===== src/rtl/alert_defs.svh =====
// offsets, field positions and reset values for the threshold alert monitor
`ifndef ALERT_DEFS_SVH
`define ALERT_DEFS_SVH
`define REG_IDX_SETUP2      4'h2
`define REG_IDX_FLAGS       4'h3
`define REG_IDX_LOW         4'h4
`define REG_IDX_HIGH        4'h5
`define REG_IDX_IRQ_STAT    4'h8
`define REG_IDX_IRQ_MASK    4'h9
`define ADDR_MSB            15
`define ADDR_LSB            12
`define LIMIT_MSB           11
`define LOW_RESET           12'h000
`define HIGH_RESET          12'hfff
`define LOW_FILL            4'h0
`define HIGH_FILL           4'hf
`define SOFT_RESET_CODE     8'h3c
`define HARD_RESET_CODE     8'hff
`define BIT_A_UNDER         0
`define BIT_A_OVER          1
`define BIT_B_UNDER         4
`define BIT_B_OVER          5
`define RESP_OKAY           2'b00
`define RESP_SLVERR         2'b10
`endif


===== src/rtl/alert_pkg.sv =====
// types shared by the threshold alert monitor
package alert_pkg;
  typedef logic [15:0] sample_t;
  typedef logic [3:0]  flag4_t;
endpackage : alert_pkg


===== src/rtl/threshold_alert_monitor.sv =====
// threshold alert monitor with axi4-lite register access
// Notes on behaviour
// - channel a result above high limit sets flag bit 1.
// - channel a result below low limit sets flag bit 0.
// - flags stay set until the flag register is read or a soft or hard reset code is written.
// - internal low limit is the 12-bit field followed by four zeros.
// - low alert when result below internal low limit.
// - internal high limit is the 12-bit field followed by four ones.
// - high alert when result above internal high limit.
// - low limit register at index 4, resets to zero.
// - high limit register at index 5, resets to 0x0fff.
// - register address returned in bits 15:12 of every mapped read word; unmapped reads return zero.
// - channel b flags at bits 5 and 4, same limits.
// - soft reset code 0x3c clears flags, keeps limits.
`timescale 1ns/1ns
`include "alert_defs.svh"
module threshold_alert_monitor
  import alert_pkg::*;
(
  // clock and reset
  input  wire logic        i_clk,
  input  wire logic        i_nrst,
  // conversion results
  input  wire logic        i_res_valid,
  input  wire sample_t     i_res_a,
  input  wire sample_t     i_res_b,
  // axi4-lite write address and data
  input  wire logic        i_awvalid,
  output logic             o_awready,
  input  wire logic [31:0] i_awaddr,
  input  wire logic        i_wvalid,
  output logic             o_wready,
  input  wire logic [31:0] i_wdata,
  input  wire logic [3:0]  i_wstrb,
  // axi4-lite write response
  output logic             o_bvalid,
  input  wire logic        i_bready,
  output logic [1:0]       o_bresp,
  // axi4-lite read
  input  wire logic        i_arvalid,
  output logic             o_arready,
  input  wire logic [31:0] i_araddr,
  output logic             o_rvalid,
  input  wire logic        i_rready,
  output logic [31:0]      o_rdata,
  output logic [1:0]       o_rresp,
  // interrupt and alert
  output logic             o_irq,
  output logic             o_alert
);

  logic [11:0] low_r;
  logic [11:0] high_r;
  logic [5:0]  flags_r;
  logic [5:0]  flags_nxt;
  logic [5:0]  irq_stat_r;
  logic [5:0]  irq_stat_nxt;
  logic [5:0]  irq_mask_r;
  logic        cmp_vld_r;
  sample_t     cmp_a_r;
  sample_t     cmp_b_r;
  logic        aw_held_r;
  logic [31:0] awaddr_r;
  logic        w_held_r;
  logic [31:0] wdata_r;
  logic [3:0]  wstrb_r;

  // internal limits
  wire sample_t low_lim  = {low_r, `LOW_FILL};
  wire sample_t high_lim = {high_r, `HIGH_FILL};

  // per-channel event detection on the registered result
  wire sample_t res_ch[2];
  assign res_ch[0] = cmp_a_r;
  assign res_ch[1] = cmp_b_r;
  wire [5:0] hit;
  genvar g;
  generate
    for (g = 0; g < 2; g++) begin : g_ch
      assign hit[4*g]   = cmp_vld_r && (res_ch[g] < low_lim);
      assign hit[4*g+1] = cmp_vld_r && (res_ch[g] > high_lim);
    end
  endgenerate
  // bits 3:2 are spare in the flag layout
  assign hit[3:2] = 2'b00;
  wire [5:0] hit_used = hit & 6'h33;

  // write channel decode
  wire        aw_have  = aw_held_r | (i_awvalid & o_awready);
  wire        w_have   = w_held_r | (i_wvalid & o_wready);
  wire [31:0] wr_addr  = aw_held_r ? awaddr_r : i_awaddr;
  wire [31:0] wr_data  = w_held_r ? wdata_r : i_wdata;
  wire [3:0]  wr_strb  = w_held_r ? wstrb_r : i_wstrb;
  wire        wr_fire  = aw_have && w_have && !o_bvalid;
  wire [3:0]  wr_idx   = wr_addr[5:2];
  wire        wr_inmap = (wr_addr[31:6] == 26'h0) && (wr_idx == `REG_IDX_SETUP2 || wr_idx == `REG_IDX_FLAGS ||
                         wr_idx == `REG_IDX_LOW || wr_idx == `REG_IDX_HIGH ||
                         wr_idx == `REG_IDX_IRQ_STAT || wr_idx == `REG_IDX_IRQ_MASK);
  wire        wr_lo    = wr_fire && wr_strb[0];
  wire        wr_hi    = wr_fire && wr_strb[1];
  wire        wr_both  = wr_lo && wr_hi;
  wire        soft_rst = wr_lo && wr_inmap && wr_idx == `REG_IDX_SETUP2 &&
                         wr_data[7:0] == `SOFT_RESET_CODE;
  wire        hard_rst = wr_lo && wr_inmap && wr_idx == `REG_IDX_SETUP2 &&
                         wr_data[7:0] == `HARD_RESET_CODE;

  // read channel decode
  wire        rd_fire  = i_arvalid && o_arready;
  wire [3:0]  rd_idx   = i_araddr[5:2];
  wire        rd_flags = rd_fire && i_araddr[31:6] == 26'h0 && rd_idx == `REG_IDX_FLAGS;
  logic [31:0] rd_word;
  logic        rd_ok;
  always_comb begin
    rd_ok   = (i_araddr[31:6] == 26'h0);
    rd_word = 32'h0;
    unique case (rd_idx)
      `REG_IDX_SETUP2:   rd_word = {16'h0, `REG_IDX_SETUP2, 12'h0};
      `REG_IDX_FLAGS:    rd_word = {16'h0, `REG_IDX_FLAGS, 6'h0, flags_r};
      `REG_IDX_LOW:      rd_word = {16'h0, `REG_IDX_LOW, low_r};
      `REG_IDX_HIGH:     rd_word = {16'h0, `REG_IDX_HIGH, high_r};
      `REG_IDX_IRQ_STAT: rd_word = {16'h0, `REG_IDX_IRQ_STAT, 6'h0, irq_stat_r};
      `REG_IDX_IRQ_MASK: rd_word = {16'h0, `REG_IDX_IRQ_MASK, 6'h0, irq_mask_r};
      default:           rd_ok   = 1'b0;
    endcase
  end

  // sticky flags: a new event wins over the clear-on-read
  always_comb begin
    flags_nxt = flags_r;
    if (rd_flags || soft_rst || hard_rst) begin
      flags_nxt = 6'h0;
    end
    flags_nxt = flags_nxt | hit_used;
  end

  always_comb begin
    irq_stat_nxt = irq_stat_r;
    if (wr_lo && wr_inmap && wr_idx == `REG_IDX_IRQ_STAT) begin
      irq_stat_nxt = irq_stat_r & ~wr_data[5:0];
    end
    irq_stat_nxt = irq_stat_nxt | hit_used;
  end

  // result capture, one cycle before comparison
  always_ff @(posedge i_clk or negedge i_nrst) begin
    if (!i_nrst) begin
      cmp_vld_r <= 1'b0;
      cmp_a_r   <= 16'h0;
      cmp_b_r   <= 16'h0;
    end else begin
      cmp_vld_r <= i_res_valid;
      cmp_a_r   <= i_res_a;
      cmp_b_r   <= i_res_b;
    end
  end

  always_ff @(posedge i_clk or negedge i_nrst) begin
    if (!i_nrst) begin
      flags_r    <= 6'h0;
      irq_stat_r <= 6'h0;
    end else begin
      flags_r    <= flags_nxt;
      irq_stat_r <= irq_stat_nxt;
    end
  end

  // limit registers; hard reset restores defaults, soft reset leaves them
  always_ff @(posedge i_clk or negedge i_nrst) begin
    if (!i_nrst) begin
      low_r  <= `LOW_RESET;
      high_r <= `HIGH_RESET;
    end else if (hard_rst) begin
      low_r  <= `LOW_RESET;
      high_r <= `HIGH_RESET;
    end else if (wr_both && wr_inmap && wr_idx == `REG_IDX_LOW) begin
      low_r  <= wr_data[`LIMIT_MSB:0];
    end else if (wr_both && wr_inmap && wr_idx == `REG_IDX_HIGH) begin
      high_r <= wr_data[`LIMIT_MSB:0];
    end
  end

  always_ff @(posedge i_clk or negedge i_nrst) begin
    if (!i_nrst) begin
      irq_mask_r <= 6'h0;
    end else if (wr_lo && wr_inmap && wr_idx == `REG_IDX_IRQ_MASK) begin
      irq_mask_r <= wr_data[5:0] & 6'h33;
    end
  end

  always_ff @(posedge i_clk or negedge i_nrst) begin
    if (!i_nrst) begin
      o_irq   <= 1'b0;
      o_alert <= 1'b0;
    end else begin
      o_irq   <= |(irq_stat_nxt & irq_mask_r);
      o_alert <= |flags_nxt;
    end
  end

  // write address and data holding; each may arrive first
  always_ff @(posedge i_clk or negedge i_nrst) begin
    if (!i_nrst) begin
      aw_held_r <= 1'b0;
      awaddr_r  <= 32'h0;
    end else if (wr_fire) begin
      aw_held_r <= 1'b0;
    end else if (i_awvalid && o_awready) begin
      aw_held_r <= 1'b1;
      awaddr_r  <= i_awaddr;
    end
  end

  always_ff @(posedge i_clk or negedge i_nrst) begin
    if (!i_nrst) begin
      w_held_r <= 1'b0;
      wdata_r  <= 32'h0;
      wstrb_r  <= 4'h0;
    end else if (wr_fire) begin
      w_held_r <= 1'b0;
    end else if (i_wvalid && o_wready) begin
      w_held_r <= 1'b1;
      wdata_r  <= i_wdata;
      wstrb_r  <= i_wstrb;
    end
  end

  // ready is registered; each high only while its own channel holds nothing and no write response is pending
  always_ff @(posedge i_clk or negedge i_nrst) begin
    if (!i_nrst) begin
      o_awready <= 1'b0;
      o_wready  <= 1'b0;
      o_bvalid  <= 1'b0;
      o_bresp   <= `RESP_OKAY;
    end else begin
      o_awready <= !wr_fire && !o_bvalid && !(aw_held_r || (i_awvalid && o_awready)) ? 1'b1 : 1'b0;
      o_wready  <= !wr_fire && !o_bvalid && !(w_held_r || (i_wvalid && o_wready)) ? 1'b1 : 1'b0;
      if (wr_fire) begin
        o_bvalid <= 1'b1;
        o_bresp  <= wr_inmap ? `RESP_OKAY : `RESP_SLVERR;
      end else if (i_bready) begin
        o_bvalid <= 1'b0;
      end
    end
  end

  always_ff @(posedge i_clk or negedge i_nrst) begin
    if (!i_nrst) begin
      o_arready <= 1'b0;
      o_rvalid  <= 1'b0;
      o_rdata   <= 32'h0;
      o_rresp   <= `RESP_OKAY;
    end else begin
      o_arready <= !rd_fire && !o_rvalid && !o_arready;
      if (rd_fire) begin
        o_rvalid <= 1'b1;
        o_rdata  <= rd_ok ? rd_word : 32'h0;
        o_rresp  <= rd_ok ? `RESP_OKAY : `RESP_SLVERR;
      end else if (i_rready) begin
        o_rvalid <= 1'b0;
      end
    end
  end

  // checks: flag setting
  low_alert_a: assert property (@(posedge i_clk) disable iff (!i_nrst)
    (cmp_vld_r && cmp_a_r < {low_r, 4'h0}) |=> flags_r[0])
    else $error("channel a under event lost");
  a_over_set_a: assert property (@(posedge i_clk) disable iff (!i_nrst)
    (cmp_vld_r && cmp_a_r > {high_r, 4'hf}) |=> flags_r[1])
    else $error("channel a over event lost");
  b_under_set_a: assert property (@(posedge i_clk) disable iff (!i_nrst)
    (cmp_vld_r && cmp_b_r < {low_r, 4'h0}) |=> flags_r[4])
    else $error("channel b under event lost");
  high_alert_a: assert property (@(posedge i_clk) disable iff (!i_nrst)
    (cmp_vld_r && cmp_b_r > {high_r, 4'hf}) |=> flags_r[5])
    else $error("channel b over event lost");
  over_a_flag_a: assert property (@(posedge i_clk) disable iff (!i_nrst)
    i_res_valid && i_res_a > high_lim && !hard_rst ##1 !hard_rst |=> flags_r[1])
    else $error("channel a over not flagged two cycles after result");
  capture_delay_a: assert property (@(posedge i_clk) disable iff (!i_nrst)
    i_res_valid |=> cmp_vld_r && cmp_a_r == $past(i_res_a) && cmp_b_r == $past(i_res_b))
    else $error("result not captured one cycle after strobe");

  // checks: clearing, limits and fill bits
  sticky_hold_a: assert property (@(posedge i_clk) disable iff (!i_nrst)
    flags_r[1] && !rd_flags && !soft_rst && !hard_rst |=> flags_r[1])
    else $error("sticky flag dropped without read");
  read_clear_a: assert property (@(posedge i_clk) disable iff (!i_nrst)
    rd_flags && !cmp_vld_r |=> flags_r == 6'h0)
    else $error("flags not cleared by read");
  soft_clear_a: assert property (@(posedge i_clk) disable iff (!i_nrst)
    soft_rst && !cmp_vld_r |=> flags_r == 6'h0 && $stable(low_r) && $stable(high_r))
    else $error("soft reset misbehaved");
  hard_defaults_a: assert property (@(posedge i_clk) disable iff (!i_nrst)
    hard_rst && !cmp_vld_r |=> flags_r == 6'h0 && low_r == 12'h000 && high_r == 12'hfff)
    else $error("hard reset left limits or flags");
  no_false_low_a: assert property (@(posedge i_clk) disable iff (!i_nrst)
    cmp_vld_r && cmp_a_r >= low_lim && !rd_flags && !soft_rst && !hard_rst && !flags_r[0] |=> !flags_r[0])
    else $error("under flag set without cause");
  no_false_high_a: assert property (@(posedge i_clk) disable iff (!i_nrst)
    cmp_vld_r && cmp_a_r <= high_lim && !rd_flags && !soft_rst && !hard_rst && !flags_r[1] |=> !flags_r[1])
    else $error("over flag set without cause");
  b_under_cause_a: assert property (@(posedge i_clk) disable iff (!i_nrst)
    cmp_vld_r && cmp_b_r >= low_lim && !rd_flags && !soft_rst && !hard_rst && !flags_r[4] |=> !flags_r[4])
    else $error("channel b under flag set without cause");
  b_over_cause_a: assert property (@(posedge i_clk) disable iff (!i_nrst)
    cmp_vld_r && cmp_b_r <= high_lim && !rd_flags && !soft_rst && !hard_rst && !flags_r[5] |=> !flags_r[5])
    else $error("channel b over flag set without cause");
  low_fill_a: assert property (@(posedge i_clk) disable iff (!i_nrst)
    cmp_vld_r && cmp_a_r[15:4] == low_r |-> !hit[0])
    else $error("result on the low field counted as under");
  high_fill_a: assert property (@(posedge i_clk) disable iff (!i_nrst)
    cmp_vld_r && cmp_a_r[15:4] == high_r |-> !hit[1])
    else $error("result on the high field counted as over");

  // checks: register access and pins
  read_addr_a: assert property (@(posedge i_clk) disable iff (!i_nrst)
    rd_fire && rd_idx == `REG_IDX_HIGH && i_araddr[31:6] == 26'h0 |=> o_rvalid && o_rdata[15:12] == 4'h5)
    else $error("read word lacks register address");
  read_flags_a: assert property (@(posedge i_clk) disable iff (!i_nrst)
    rd_flags |=> o_rdata[15:12] == 4'h3 && o_rdata[5:0] == $past(flags_r))
    else $error("flag read returned wrong word");
  read_low_a: assert property (@(posedge i_clk) disable iff (!i_nrst)
    rd_fire && rd_ok && rd_idx == `REG_IDX_LOW |=> o_rdata == {16'h0, 4'h4, $past(low_r)})
    else $error("low limit read returned wrong word");
  limit_write_a: assert property (@(posedge i_clk) disable iff (!i_nrst)
    wr_both && wr_inmap && wr_idx == `REG_IDX_LOW |=> low_r == $past(wr_data[11:0]))
    else $error("low limit write not stored");
  unmapped_read_a: assert property (@(posedge i_clk) disable iff (!i_nrst)
    rd_fire && !rd_ok |=> o_rvalid && o_rdata == 32'h0 && o_rresp == `RESP_SLVERR)
    else $error("unmapped read not refused");
  unmapped_write_a: assert property (@(posedge i_clk) disable iff (!i_nrst)
    wr_fire && !wr_inmap |=> o_bvalid && o_bresp == `RESP_SLVERR)
    else $error("unmapped write not refused");
  alert_pin_a: assert property (@(posedge i_clk) disable iff (!i_nrst)
    o_alert == |flags_r)
    else $error("alert pin disagrees with flags");
  reset_vals_a: assert property (@(posedge i_clk)
    !i_nrst |=> (!i_nrst |-> low_r == 12'h0 && high_r == 12'hfff))
    else $error("limit reset values wrong");

endmodule : threshold_alert_monitor


===== config.mk =====
export PLATFORM = sky130hd
export DESIGN_NAME = threshold_alert_monitor
export DESIGN_NICKNAME = d
export VERILOG_FILES = /design/src/rtl/alert_pkg.sv /design/src/rtl/threshold_alert_monitor.sv
export VERILOG_INCLUDE_DIRS = /design/src /design/src/rtl
export SDC_FILE = /design/constraint.sdc
export NUM_CORES = 1
export LEC_CHECK = 0
export ABC_AREA = 1
export BUFFER_PORTS_ARGS = -buffer_cell sky130_fd_sc_hd__buf_2
export CAP_MARGIN = 40
export CORE_MARGIN = 2
export CORE_UTILIZATION = 40
export CTS_BUF_LIST = sky130_fd_sc_hd__clkbuf_8 sky130_fd_sc_hd__clkbuf_16
export DETAILED_ROUTE_END_ITERATION = 16
export PLACE_DENSITY_LB_ADDON = 0.05
export SYNTH_ARGS = -nofsm -noshare
export SYNTH_HDL_FRONTEND = slang
export SYNTH_SLANG_ARGS = --single-unit

===== constraint.sdc =====
create_clock -name i_clk -period 4 [get_ports i_clk]
set_input_delay 0.6 -clock i_clk [delete_from_list [all_inputs] [get_ports i_clk]]
set_output_delay 0.6 -clock i_clk [all_outputs]
set_load 0.1 [all_outputs]

## After elaboration in Yosys (flattened, before gate mapping)

Index checks and enable logic that the tools add are counted.

- Flip-flop bits (word level): 164
- Input port bits: 140
- Output and inout bits: 43
- Word-level logic and storage cells: 136

- Magnitude comparators: 4
- Eq/ne operators: 15
- Multiplexer cells: 25
- Bitwise operators: 10
- Reductions and logical operators: 59

Operator list:

| operator | count |
|---|---|
| 16-bit case mux with 6 select lines | 1 |
| 12-bit two-way mux | 6 |
| 26-bit zero test | 2 |
| 16-bit greater-than comparator | 2 |
| 16-bit less-than comparator | 2 |
| 32-bit two-way mux | 1 |
| 1-bit logical AND | 29 |
| 6-bit OR reduction | 3 |
| 4-bit by 2-bit equality test with 1-bit output, second input constant | 4 |
| 4-bit by 3-bit equality test with 1-bit output, second input constant | 4 |
| 4-bit equality test, second input constant | 4 |
| 16-bit two-way mux | 1 |
| 6-bit AND | 2 |
| 6-bit two-way mux | 2 |
| 6-bit OR | 2 |
| 2-bit nonzero test | 6 |
| 1-bit two-way mux | 11 |
| 1-bit logical OR | 9 |
| 8-bit by 6-bit equality test with 1-bit output, second input constant | 1 |
| 8-bit equality test, second input constant | 1 |
| 1-bit zero test | 7 |
| 2-bit two-way mux | 3 |
| 6-bit inverter | 1 |
| 2-bit AND reduction | 3 |
| 4 further kinds | 6 |

## Longest topological paths before layout

Gate-level depths: netlist of run 1.

- Depth after elaboration: 16
- Depth in mapped cells: 17

## Worst setup path after synthesis of run 1

No wires, ideal clock.

- Path kind: reg2reg
- Start: register o_awready
- End: register low_r[10]
- Arrival time: 2.441 ns
- Data required time: 3.873 ns
- Setup slack: 1.432 ns
- Cell stages (with the launch flop): 12
- Path buffers: 1
- Clock period less this slack: 2.568 ns
- Cells stage by stage: dfrtp_1 > nand2_1 > inv_1 > nor2_1 > nor2_1 > nand2_1 > nor2_1 > nor3b_4 > nand4_4 > nand2_2 > buf_6 > o22ai_1

- Cells in the longest elaborated chain, start to end: 9
- Elaborated cells on any way between the ends: 14
- Classes of those cells: 1 x mux; 2 x bitwise; 11 x reduce/logical

RTL lines:

| item | line | source |
|---|---|---|
| from (decl) | threshold_alert_monitor.sv:29 | `output logic o_awready,` |
| from (signal assigned) | threshold_alert_monitor.sv:235 | `o_awready <= !wr_fire && !o_bvalid && !(aw_held_r \|\| (i_awvalid && o_awready)) ? 1'b1 : 1'b0;` |
| 1-bit AND (*) | threshold_alert_monitor.sv:89 | `wire aw_have = aw_held_r \| (i_awvalid & o_awready);` |
| 1-bit OR (*) | threshold_alert_monitor.sv:89 |  |
| 1-bit logical AND (*) (2 in a row) | threshold_alert_monitor.sv:94 | `wire wr_fire = aw_have && w_have && !o_bvalid;` |
| 1-bit logical AND (on tied branches) | threshold_alert_monitor.sv:99, threshold_alert_monitor.sv:100 |  |
| 1-bit logical AND (on tied branches) | threshold_alert_monitor.sv:104, threshold_alert_monitor.sv:101 |  |
| 1-bit logical AND (on tied branches) | - |  |
| 1-bit logical AND (no source line) | - |  |
| 12-bit two-way mux / 2-bit nonzero test (equally long branches) | - |  |
| to (signal assigned) | threshold_alert_monitor.sv:170 | `` low_r <= `LOW_RESET; `` |
| to (signal assigned) | threshold_alert_monitor.sv:173 | `` low_r <= `LOW_RESET; `` |
| to (signal assigned) | threshold_alert_monitor.sv:176 | `` low_r <= wr_data[`LIMIT_MSB:0]; `` |
| to (decl) | threshold_alert_monitor.sv:52 | `logic [11:0] low_r;` |

Every way passes the cells marked *; elsewhere a longest branch is shown, timed or not.
A chain may end at the register's enable or synchronous reset.

## Worst setup path after layout of run 1

- Start: register w_held_r
- End: register low_r[8]

- Cells in the longest elaborated chain, start to end: 8
- Elaborated cells on any way between the ends: 17
- Classes of those cells: 1 x eq/ne; 4 x mux; 1 x bitwise; 11 x reduce/logical

RTL lines:

| item | line | source |
|---|---|---|
| from (decl) | threshold_alert_monitor.sv:64 | `logic w_held_r;` |
| from (signal assigned) | threshold_alert_monitor.sv:215 | `w_held_r <= 1'b0;` |
| from (signal assigned) | threshold_alert_monitor.sv:219 | `w_held_r <= 1'b0;` |
| from (signal assigned) | threshold_alert_monitor.sv:221 | `w_held_r <= 1'b1;` |
| 1-bit OR | threshold_alert_monitor.sv:90 | `wire w_have = w_held_r \| (i_wvalid & o_wready);` |
| 1-bit logical AND (2 in a row) | threshold_alert_monitor.sv:94 |  |
| 1-bit logical AND (on tied branches) | threshold_alert_monitor.sv:99, threshold_alert_monitor.sv:100 |  |
| 1-bit logical AND (on tied branches) | threshold_alert_monitor.sv:104, threshold_alert_monitor.sv:101 |  |
| 1-bit logical AND (on tied branches) | - |  |
| 1-bit logical AND (no source line) | - |  |
| 12-bit two-way mux / 2-bit nonzero test (equally long branches) | - |  |

Several ways; a longest one is shown, not always the timed one. The select of a mux whose other input is x is not followed.

==> flow_summary.json, run 1 <==
{
  "slowest_stage": "dfrtp_1",
  "drt-initial-drc-count": 313,
  "synth-seq-area-share_pct": 49.5,
  "grt-ovfl-total": 0,
  "cts_tree": "built",
  "yosysUniqueCellTypes": 43,
  "crit_top_cell": "nand2_1",
  "avgSynthCellArea_um2": 8.84,
  "place_congestion": 0.826,
  "p_sw_mw": 1.67,
  "die_w_um": 139,
  "async_reset_ff_share_pct": 100,
  "powerDensity_mw_per_mm2": 543,
  "maxCapViolations": 0,
  "max_slew.worst_pin.slew_ps": 843,
  "endpoint_kind": "register",
  "synth-edff-count": 0,
  "fin_util_pct": 49.2,
  "antenna_left": 0,
  "cts-htree-levels": 4,
  "grt_setup_unrepaired": "false",
  "vdd_drop_max_v": 0.000500,
  "drt_wl_total_mm": 17.9,
  "final_common_cell": "nand2_1",
  "synthCells": 827,
  "fp.dieArea_mm2": 0.0194,
  "p_int_mw": 3.13,
  "p_leak_nw": 4.56,
  "yosys_warnings": 0,
  "insertion_delay_ps": 430,
  "grt_max_degree": 88,
  "grt_pass1_wl_mm": 29.4,
  "start_util_pct": 40.7,
  "sequentialPowerShare_pct": 39.6,
  "postCtsSetupBuffers": 0,
  "netSwitchingFraction_pct": 34.8,
  "postCtsHoldBufs": 1,
  "io_pins": 183,
  "cts_sinks": 144,
  "num_vias": 5873,
  "synth_area_mm2": 0.00731,
  "grt.total_usage_pct": 19.2,
  "slowest_delay_ps": 690,
  "path_cells": "clkinv_1, nand2_1, nand2_1, nor2_1, nor3b_4, nand3_2, nand2_2, o22ai_1",
  "std_cell_rows": 49,
  "area.growth.synth_to_final_pct": 20.8,
  "layout_common_cells": "nand2_1 (163), buf_2 (137), dfrtp_1 (132)",
  "netlist_top_cells_area": "dfrtp_1 (45%), nand2_1 (8.4%), ha_1 (7.9%), inv_1 (5.3%), o21ai_0 (4.6%)",
  "remaining_drc_errors": 0,
  "core_area_mm2": 0.0180,
  "synth_top_area_share_pct": 45.2,
  "required_ps": 4290,
  "crit_path_start_kind": "register",
  "antenna_found_initial": 0,
  "finalSetupTns_ps": 0,
  "drive_gt1_share_pct": 21.7,
  "fmax_mhz": 321,
  "path_max_fanout": 20,
  "cts_resized": 0,
  "grt_pass1_vias": 5793,
  "setup_viol": 0,
  "final.setup_skew_ps": 13.4,
  "crit_type": "reg2reg",
  "hp-class": "in2reg",
  "hpwl_mm": 13.6,
  "fin_crit_sh_pct": 77.9,
  "root_buffer": "clkbuf_16",
  "run_status": "complete, no violations",
  "hold_viol": 0,
  "chipHeight_um": 139,
  "fin_nets": 1162,
  "slew_headroom_pct": 43.7,
  "cts_buffers": 17,
  "synth_top_flop_cell": "dfrtp_1",
  "clockPowerShare_pct": 34.9,
  "slew_viol_final": 0,
  "p_comb_share_pct": 25.5,
  "synth_top_area_cell": "dfrtp_1",
  "worst-path-buf-inv": 1,
  "crit_family": "simple AND/OR/NAND/NOR gates",
  "post_drt_wl_per_cell_um": 14.7,
  "ys_ff_latch": 144,
  "cts_max_path_buffers": 2,
  "numPortBuffers": 138,
  "drtPass1Iterations": 5,
  "antenna_cells": 0,
  "viasPerCell": 4.82,
  "path_clk_slew_ps": 70,
  "worst_ep_arrival_time_ps": 3410,
  "min_period_ps": 3120
}
[area by class of cell]
class / instances / area [µm²]
well taps: 229 / 287
fillers: 1737 / 9130
repair buffers: 148 / 791
flip-flops and latches: 144 / 3620
clock inverters: 15 / 194
inverters: 106 / 398
multi-input cells: 559 / 3120
clock buffers: 17 / 425
[cells in the mapped netlist (2+ instances only)]
| master | n |
|---|---|
| inv_1 | 104 |
| a22o_1 | 7 |
| dfrtp_1 | 132 |
| o21ai_0 | 67 |
| o31ai_1 | 2 |
| o21ai_1 | 3 |
| nand3_2 | 4 |
| o211ai_1 | 8 |
| buf_6 | 5 |
| clkbuf_1 | 8 |
| mux2_2 | 10 |
| buf_1 | 3 |
| nand2_1 | 163 |
| o21a_1 | 3 |
| nand2_2 | 3 |
| or2_2 | 3 |
| nor3_1 | 11 |
| a21oi_1 | 36 |
| dfstp_2 | 12 |
| o2111ai_1 | 2 |
| o22ai_1 | 25 |
| ha_1 | 46 |
| nor4_1 | 2 |
| clkinv_1 | 2 |
| nand3_1 | 36 |
| buf_4 | 19 |
| a211oi_1 | 3 |
| nand4_1 | 16 |
| nor2_1 | 78 |
[cells by family (layout without fill, tap and decap cells)]
kind of cell    after synthesis  after routing  synth area share (%)
simple gates                322            322                  19.4
compound gates              163            163                  13.0
buf+inv                     141            286                  8.73
fa+ha+maj                    46             46                  7.87
mux                          10             10                  1.54
flops                       144            144                  49.5
other cells                   1             18                0.0513
[power groups by stage]
| stage | clock network, mW | logic, mW | registers (mW) |
|---|---|---|---|
| 5_1_grt | 1.77 | 1.39 | 1.94 |
| 2_1_floorplan | 0 | 0.784 | 2.07 |
| 6_report | 1.67 | 1.22 | 1.90 |
| 3_3_place_gp | 0 | 1.22 | 1.92 |
| 3_5_place_dp | 0 | 1.24 | 1.93 |
| 4_1_cts | 1.71 | 1.24 | 1.90 |
[final timing paths]
kind                                           end  slack [ps]  depth (start not counted)                  from
min reg2reg                    o_arready$_DFF_PN0_         450                          1   o_arready$_DFF_PN0_
min                            cmp_vld_r$_DFF_PN0_         270                          1           i_res_valid
max                           low_r[8]$_DFFE_PN0P_         880                          8  w_held_r$_DFFE_PN0P_
max in group asynchronous  o_rdata[14]$_DFFE_PN0P_        2490                          4                i_nrst
min in group asynchronous   o_rdata[2]$_DFFE_PN0P_         570                          2                i_nrst
max reg2reg                   low_r[8]$_DFFE_PN0P_         880                          8  w_held_r$_DFFE_PN0P_
[layer usage]
layer  track usage [%]  vias up  wire length, µm
met3              4.37       11              840
li1                  -     3028                -
met2              29.9      150             7910
met1              27.2     2684             8970
met5                 0        -                0
met4              5.10        0              155
[per-stage QoR]
stage	setup WS, ps	hold slack [ps]	std cells	area, µm²	power [mW]
5_1_grt	530	258	1218	8830	5.10
6_report	882	270	1218	8830	4.80
3_5_place_dp	862	438	1185	8200	3.16
3_3_place_gp	936	432	1183	8170	3.15
2_1_floorplan	1430	304	844	7380	2.85
4_1_cts	858	254	1218	8830	4.86
[state kept, by name (all words and copies together), names as in the netlist, 12 cells and up]
| register | cells |
|---|---|
| cmp_b_r | 16 |
| awaddr_r | 30 |
| cmp_a_r | 16 |
| high_r | 12 |
| o_rdata | 16 |
| low_r | 12 |
| wdata_r | 12 |
Note: power is estimated with default switching activity, not from simulation.
==> inputs of run 2 (changes only) <==
Settings changed: ABC_AREA 1 to 0.
Clock period 4 ns to 2.75 ns, I/O delays scaled along.
==> run 2 against run 1 <==
Against the previous run:
- the run now ends with negative hold slack left
- area after synthesis down 2.2%
- sequential share of layout area down 0.17 points
- combinational power up 51%
- via count down 6.9%
- first-iteration DRC count up 12%
- routed wire length up 0.54%
- non-clock buffer count up 27
- critical path type unchanged
- critical endpoint is now o_alert$_DFF_PN0_
==> flow_summary.json, run 2 <==
{
  "path_cells": "inv_1, ha_1, a21oi_1, o21ai_0, a221oi_1, a221oi_2, or4_1, a21o_1",
  "fin_util_pct": 51.0,
  "synthCells": 636,
  "avgSynthCellArea_um2": 11.2,
  "slew_headroom_pct": 47.0,
  "grt_setup_unrepaired": "false",
  "powerDensity_mw_per_mm2": 772,
  "finalPower_mw": 6.86,
  "worst-path-buf-inv": 1,
  "grt.total_usage_pct": 20.2,
  "synthMostInstantiatedCell": "dfrtp_1",
  "slowest_delay_ps": 570,
  "p_sw_mw": 2.33,
  "nFillCells": 1614,
  "drive_gt1_share_pct": 34.9,
  "fmax_mhz": 375,
  "synth_common_cells": "dfrtp_1 (132), o21ai_0 (53), mux2_2 (51), ha_1 (46), nand2_1 (45)",
  "p_int_mw": 4.53,
  "crit_type": "reg2reg",
  "fin_crit_sh_pct": 96.9,
  "timing.rr.end": "o_alert$_DFF_PN0_",
  "crit_family": "compound AO/OA/AOI/OAI gates",
  "placed_area_mm2": 0.00830,
  "drt-initial-drc-count": 349,
  "chipHeight_um": 138,
  "async_reset_ff_share_pct": 100,
  "largest_reg_flops": 30,
  "place_congestion": 0.795,
  "fin_worst_hold_slack_ps": -13.7,
  "ff2ff_setup_slack_ps": 90,
  "numPortBuffers": 138,
  "die_w_um": 138,
  "grt_pass1_vias": 5479,
  "slowest_stage": "dfstp_2",
  "synth-edff-count": 0,
  "antenna_found_initial": 0,
  "std_cell_rows": 48,
  "viasPerCell": 5.21,
  "violations": "negative hold slack",
  "hp-class": "in2async",
  "layout_common_cells": "buf_2 (137), dfrtp_1 (129), o21ai_0 (53)",
  "crit_path_start_kind": "register",
  "synth_top_area_share_pct": 46.2,
  "hpwl_mm": 14.0,
  "sequentialPowerShare_pct": 41.4,
  "io_pins": 183,
  "cts_sinks": 144,
  "maxCapViolations": 0,
  "drtPass1Iterations": 4,
  "pre_cts_ws_ps": 75.5,
  "cts_max_path_buffers": 2,
  "synth_top_area_cell": "dfrtp_1",
  "root_buffer": "clkbuf_16",
  "path_max_fanout": 4,
  "clockPowerShare_pct": 31.8,
  "netlist_top_cells_area": "dfrtp_1 (46%), ha_1 (8.0%), mux2_2 (8.0%), dfstp_2 (4.4%), o21ai_0 (3.7%)",
  "start_util_pct": 41.1,
  "setup_viol": 0,
  "area.growth.synth_to_final_pct": 24.1,
  "slew_viol_final": 0,
  "core_area_mm2": 0.0174,
  "netSwitchingFraction_pct": 33.9,
  "seqCellArea_mm2": 0.00362,
  "finalNonFillerCells": 1050,
  "p_leak_nw": 4.11,
  "p_comb_share_pct": 26.8,
  "cts_buffers": 17,
  "run_status": "finished, violations left",
  "num_vias": 5467,
  "fp.dieArea_mm2": 0.0190,
  "finalSetupTns_ps": 0,
  "antenna_left": 0,
  "worst_slack_ps": 85.9,
  "grt-ovfl-total": 0,
  "dp.cells": 1017,
  "max_slew.worst_pin.slew_ps": 793,
  "synth-seq-area-share_pct": 50.6,
  "min_period_ps": 2660,
  "hold_viol": 10,
  "final.setup_skew_ps": 7.64,
  "multi_input_area_mm2": 0.00328,
  "fin_nets": 998,
  "cts_tree": "built",
  "reg2reg_depth": 8,
  "remaining_drc_errors": 0,
  "synth_area_mm2": 0.00715,
  "worstReg2RegStart": "high_r[1]$_DFFE_PN1P_",
  "antenna_cells": 0,
  "final_common_cell": "buf_2",
  "path_clk_slew_ps": 60,
  "ys_ff_latch": 144,
  "grt_max_degree": 70,
  "synth_top_flop_cell": "dfrtp_1",
  "grt_pass1_wl_mm": 28.7,
  "endpoint_kind": "register",
  "worst_ep_arrival_time_ps": 2980,
  "cts-htree-levels": 4,
  "regMostFlops": "awaddr_r",
  "yosysUniqueCellTypes": 56,
  "drt_wl_total_mm": 18.0,
  "post_drt_wl_per_cell_um": 17.1,
  "required_ps": 3070,
  "finalInstanceArea_mm2": 0.00888,
  "yosys_warnings": 0,
  "vdd_drop_max_v": 0.000887,
  "insertion_delay_ps": 430
}
[run 2: cell count changes after synthesis, moves of 17 or more]
cell	delta
nand2_1	-118
nand3_1	-30
inv_1	-72
nor2_1	-61
o22ai_1	-25
mux2i_1	+21
nor4_1	+17
mux2_2	+41
[run 2: cells by family after synthesis]
logic type / count (synthesis) / share of synthesized area, %
and+or+nand+nor: 160 / 12.3
AOI/OAI and AO/OA: 144 / 13.2
DFF: 144 / 50.6
muxes: 72 / 11.0
buffers and inverters: 67 / 4.63
adders and majority gates: 46 / 8.04
xor gates and xnor gates: 2 / 0.245
other: 1 / 0.0524
[run 2: worst max-delay path by stage]
| stage | to | startpoint | cells after the start | slack [ps] |
|---|---|---|---|---|
| after floorplan | high_r[10]$_DFFE_PN1P_ | o_awready$_DFF_PN0_ | 8 | 70 |
| after global placement | o_alert$_DFF_PN0_ | low_r[6]$_DFFE_PN0P_ | 9 | 70 |
| after detailed placement | flags_r[4]$_DFF_PN0_ | i_awaddr[6] | 10 | 80 |
| after CTS | o_alert$_DFF_PN0_ | low_r[6]$_DFFE_PN0P_ | 9 | 50 |
| after global routing | o_alert$_DFF_PN0_ | high_r[1]$_DFFE_PN1P_ | 8 | 9 |
| final | o_alert$_DFF_PN0_ | high_r[1]$_DFFE_PN1P_ | 8 | 90 |
[run 2: area by class of cell]
cell class              instances  area share, %
clock buffers                  18           4.95
clock inverters                14           1.38
inverters                      32           1.35
multi-input cells             442           37.0
flip-flops and latches        144           40.8
well taps                     225           3.17
repair buffers                175           11.4
[run 2: power by group through the flow]
stage               Combinational (mW)  Sequential (mW)  Clock (mW)
detailed placement                1.84             2.88           0
CTS                               1.85             2.84        2.25
finish                            1.84             2.84        2.18
global placement                  1.80             2.85           0
global route                      1.99             2.91        2.35
floorplan                         1.08             3.05           0
[run 2: per-layer routing]
| layer | GRT usage, % | share of wire (%) | vias to the layer above |
|---|---|---|---|
| met5 | 0 | 0 | - |
| met4 | 5.84 | 1.2 | 0 |
| met3 | 5.19 | 6.8 | 20 |
| met2 | 31.2 | 45 | 168 |
| met1 | 28.1 | 47 | 2620 |
| li1 | - | - | 2659 |
[run 2: what timing repair did]
action | 4_1_cts | 5_1_grt
setup buffers | 0 | 1
gates resized for setup | 0 | 5
hold endpoints to repair | 0 | 0
hold buffers | 0 | 0
setup endpoints to repair | 0 | 9
==> inputs of run 3 (changes only) <==
Clock period 2.75 ns to 3 ns, I/O delays scaled along.
==> run 3 against run 2 <==
Against the previous run:
- the flow still finishes with violations (negative hold slack)
- largest power group unchanged
- highest routed layer unchanged
- clock skew about the same
- hold slack improved by 10 ps
- cell count decreased by 1.6%
- via count decreased by 1.2%
- power decreased by 2.3%
- combinational power decreased by 12%
- register-to-register slack improved by 210 ps
- die area unchanged
==> flow_summary.json, run 3 (same netlist as run 2, synthesis figures left out) <==
{
  "drt_wl_total_mm": 17.7,
  "antenna_left": 0,
  "timing.rr.end": "low_r[11]$_DFFE_PN0P_",
  "grt_max_degree": 66,
  "drtPass1Iterations": 4,
  "violations": "negative hold slack",
  "die_w_um": 138,
  "grt-ovfl-total": 0,
  "cts_tree": "built",
  "run_status": "finished, violations left",
  "slew_viol_final": 0,
  "fin_util_pct": 50.8,
  "viasPerCell": 5.23,
  "powerDensity_mw_per_mm2": 757,
  "fp.dieArea_mm2": 0.0190,
  "min_period_ps": 2710,
  "numPortBuffers": 138,
  "p_leak_nw": 4.08,
  "nFillCells": 1616,
  "finalPower_mw": 6.70,
  "cp-endpoint": "low_r[11]$_DFFE_PN0P_",
  "multi_input_area_mm2": 0.00327,
  "regMostFlops": "awaddr_r",
  "cts-htree-levels": 4,
  "std_cell_rows": 48,
  "io_pins": 183,
  "setup_viol": 0,
  "drt-initial-drc-count": 281,
  "fin_nets": 982,
  "num_vias": 5402,
  "antenna_found_initial": 0,
  "antenna_cells": 0,
  "start_util_pct": 41.1,
  "grt_pass1_wl_mm": 28.1,
  "root_buffer": "clkbuf_16",
  "crit_path_start_kind": "register",
  "remaining_drc_errors": 0,
  "reg2reg_depth": 6,
  "max_slew.worst_pin.slew_ps": 807,
  "cts_buffers": 17,
  "final.setup_skew_ps": 7.54,
  "path_max_fanout": 12,
  "area.growth.synth_to_final_pct": 23.6,
  "vdd_drop_max_v": 0.000606,
  "core_area_mm2": 0.0174,
  "place_congestion": 0.828,
  "crit_start": "w_held_r$_DFFE_PN0P_",
  "grt_setup_unrepaired": "false",
  "maxCapViolations": 0,
  "layout_common_cells": "buf_2 (137), dfrtp_1 (132), o21ai_0 (53)",
  "hp-class": "in2async",
  "cts_sinks": 144,
  "finalSetupTns_ps": 0,
  "path_clk_slew_ps": 60,
  "cts_resized": 0,
  "grt_pass1_vias": 5383,
  "chipHeight_um": 138,
  "postCtsSetupBuffers": 0,
  "required_ps": 3330,
  "fmax_mhz": 369,
  "insertion_delay_ps": 420,
  "drive_gt1_share_pct": 32.7,
  "hpwl_mm": 13.8,
  "ff2ff_setup_slack_ps": 290,
  "post_drt_wl_per_cell_um": 17.2,
  "postCtsHoldBufs": 0,
  "worst_ep_arrival_time_ps": 3040,
  "fin_crit_sh_pct": 90.3,
  "slew_headroom_pct": 46.1,
  "worstReg2RegStart": "w_held_r$_DFFE_PN0P_",
  "final_common_cell": "buf_2",
  "fin_worst_hold_slack_ps": -3.43,
  "endpoint_kind": "register",
  "hold_viol": 1,
  "seqCellArea_mm2": 0.00362,
  "cts_max_path_buffers": 2,
  "largest_reg_flops": 30,
  "crit_type": "reg2reg",
  "grt.total_usage_pct": 19.8
}
-- run 3: cell types whose count changed in the layout (fill, tap and decap cells not counted), sizes merged --
cell and delta:
inv -6, buf -16, bufinv +7, clkbuf -1, clkinv -1
-- run 3: cell type report --
class                           count  share of cell area, %
Inverter                           32                   1.36
Clock inverter                     14                   2.99
Timing Repair Buffer              159                   9.77
Clock buffer                       17                   4.81
Sequential cell                   144                   40.9
Multi-Input combinational cell    442                   37.0
Tap cell                          225                   3.18
-- run 3: critical path: stages (launching register included) --
cell      delay, ps
dfrtp_1         630
a21oi_1         150
or3_1           390
a21oi_1         230
o211ai_2        190
or4_1           780
o21ai_0         250
-- run 3: how the worst min path moves through the flow --
stage,start,endpoint,slack (ps),cells after the start
3_3_place_gp,o_rvalid$_DFFE_PN0P_,o_arready$_DFF_PN0_,430,1
6_report,i_nrst,o_rvalid$_DFFE_PN0P_,-3,1
5_1_grt,i_nrst,o_rvalid$_DFFE_PN0P_,30,1
2_1_floorplan,i_nrst,aw_held_r$_DFFE_PN0P_,150,0
3_5_place_dp,i_nrst,o_rvalid$_DFFE_PN0P_,460,1
4_1_cts,i_nrst,o_rvalid$_DFFE_PN0P_,10,1
-- run 3: layer usage --
metal,share of wire (%),global-route usage (%),vias up
met3,5.4,3.64,12
met2,46,30.6,151
met1,48,28.3,2623
met4,1.0,5.67,0
met5,0,0,-
li1,-,-,2616
-- run 3: stage by stage --
stage                     hold WS [ps]  setup WS [ps]  cells  cell area, µm²
final                            -3.43            292   1033            8840
after global routing              33.3           68.2   1033            8840
after CTS                         13.1            289   1033            8840
after detailed placement           457            283   1002            8150
after global placement             429            283   1001            8150
after floorplan                    154          0.717    653            7220
-- run 3: where the power goes --
part	internal, mW	total [mW]	switching, mW
clock network	1.64	2.47	0.830
registers	2.33	2.61	0.280
logic	0.667	1.61	0.948
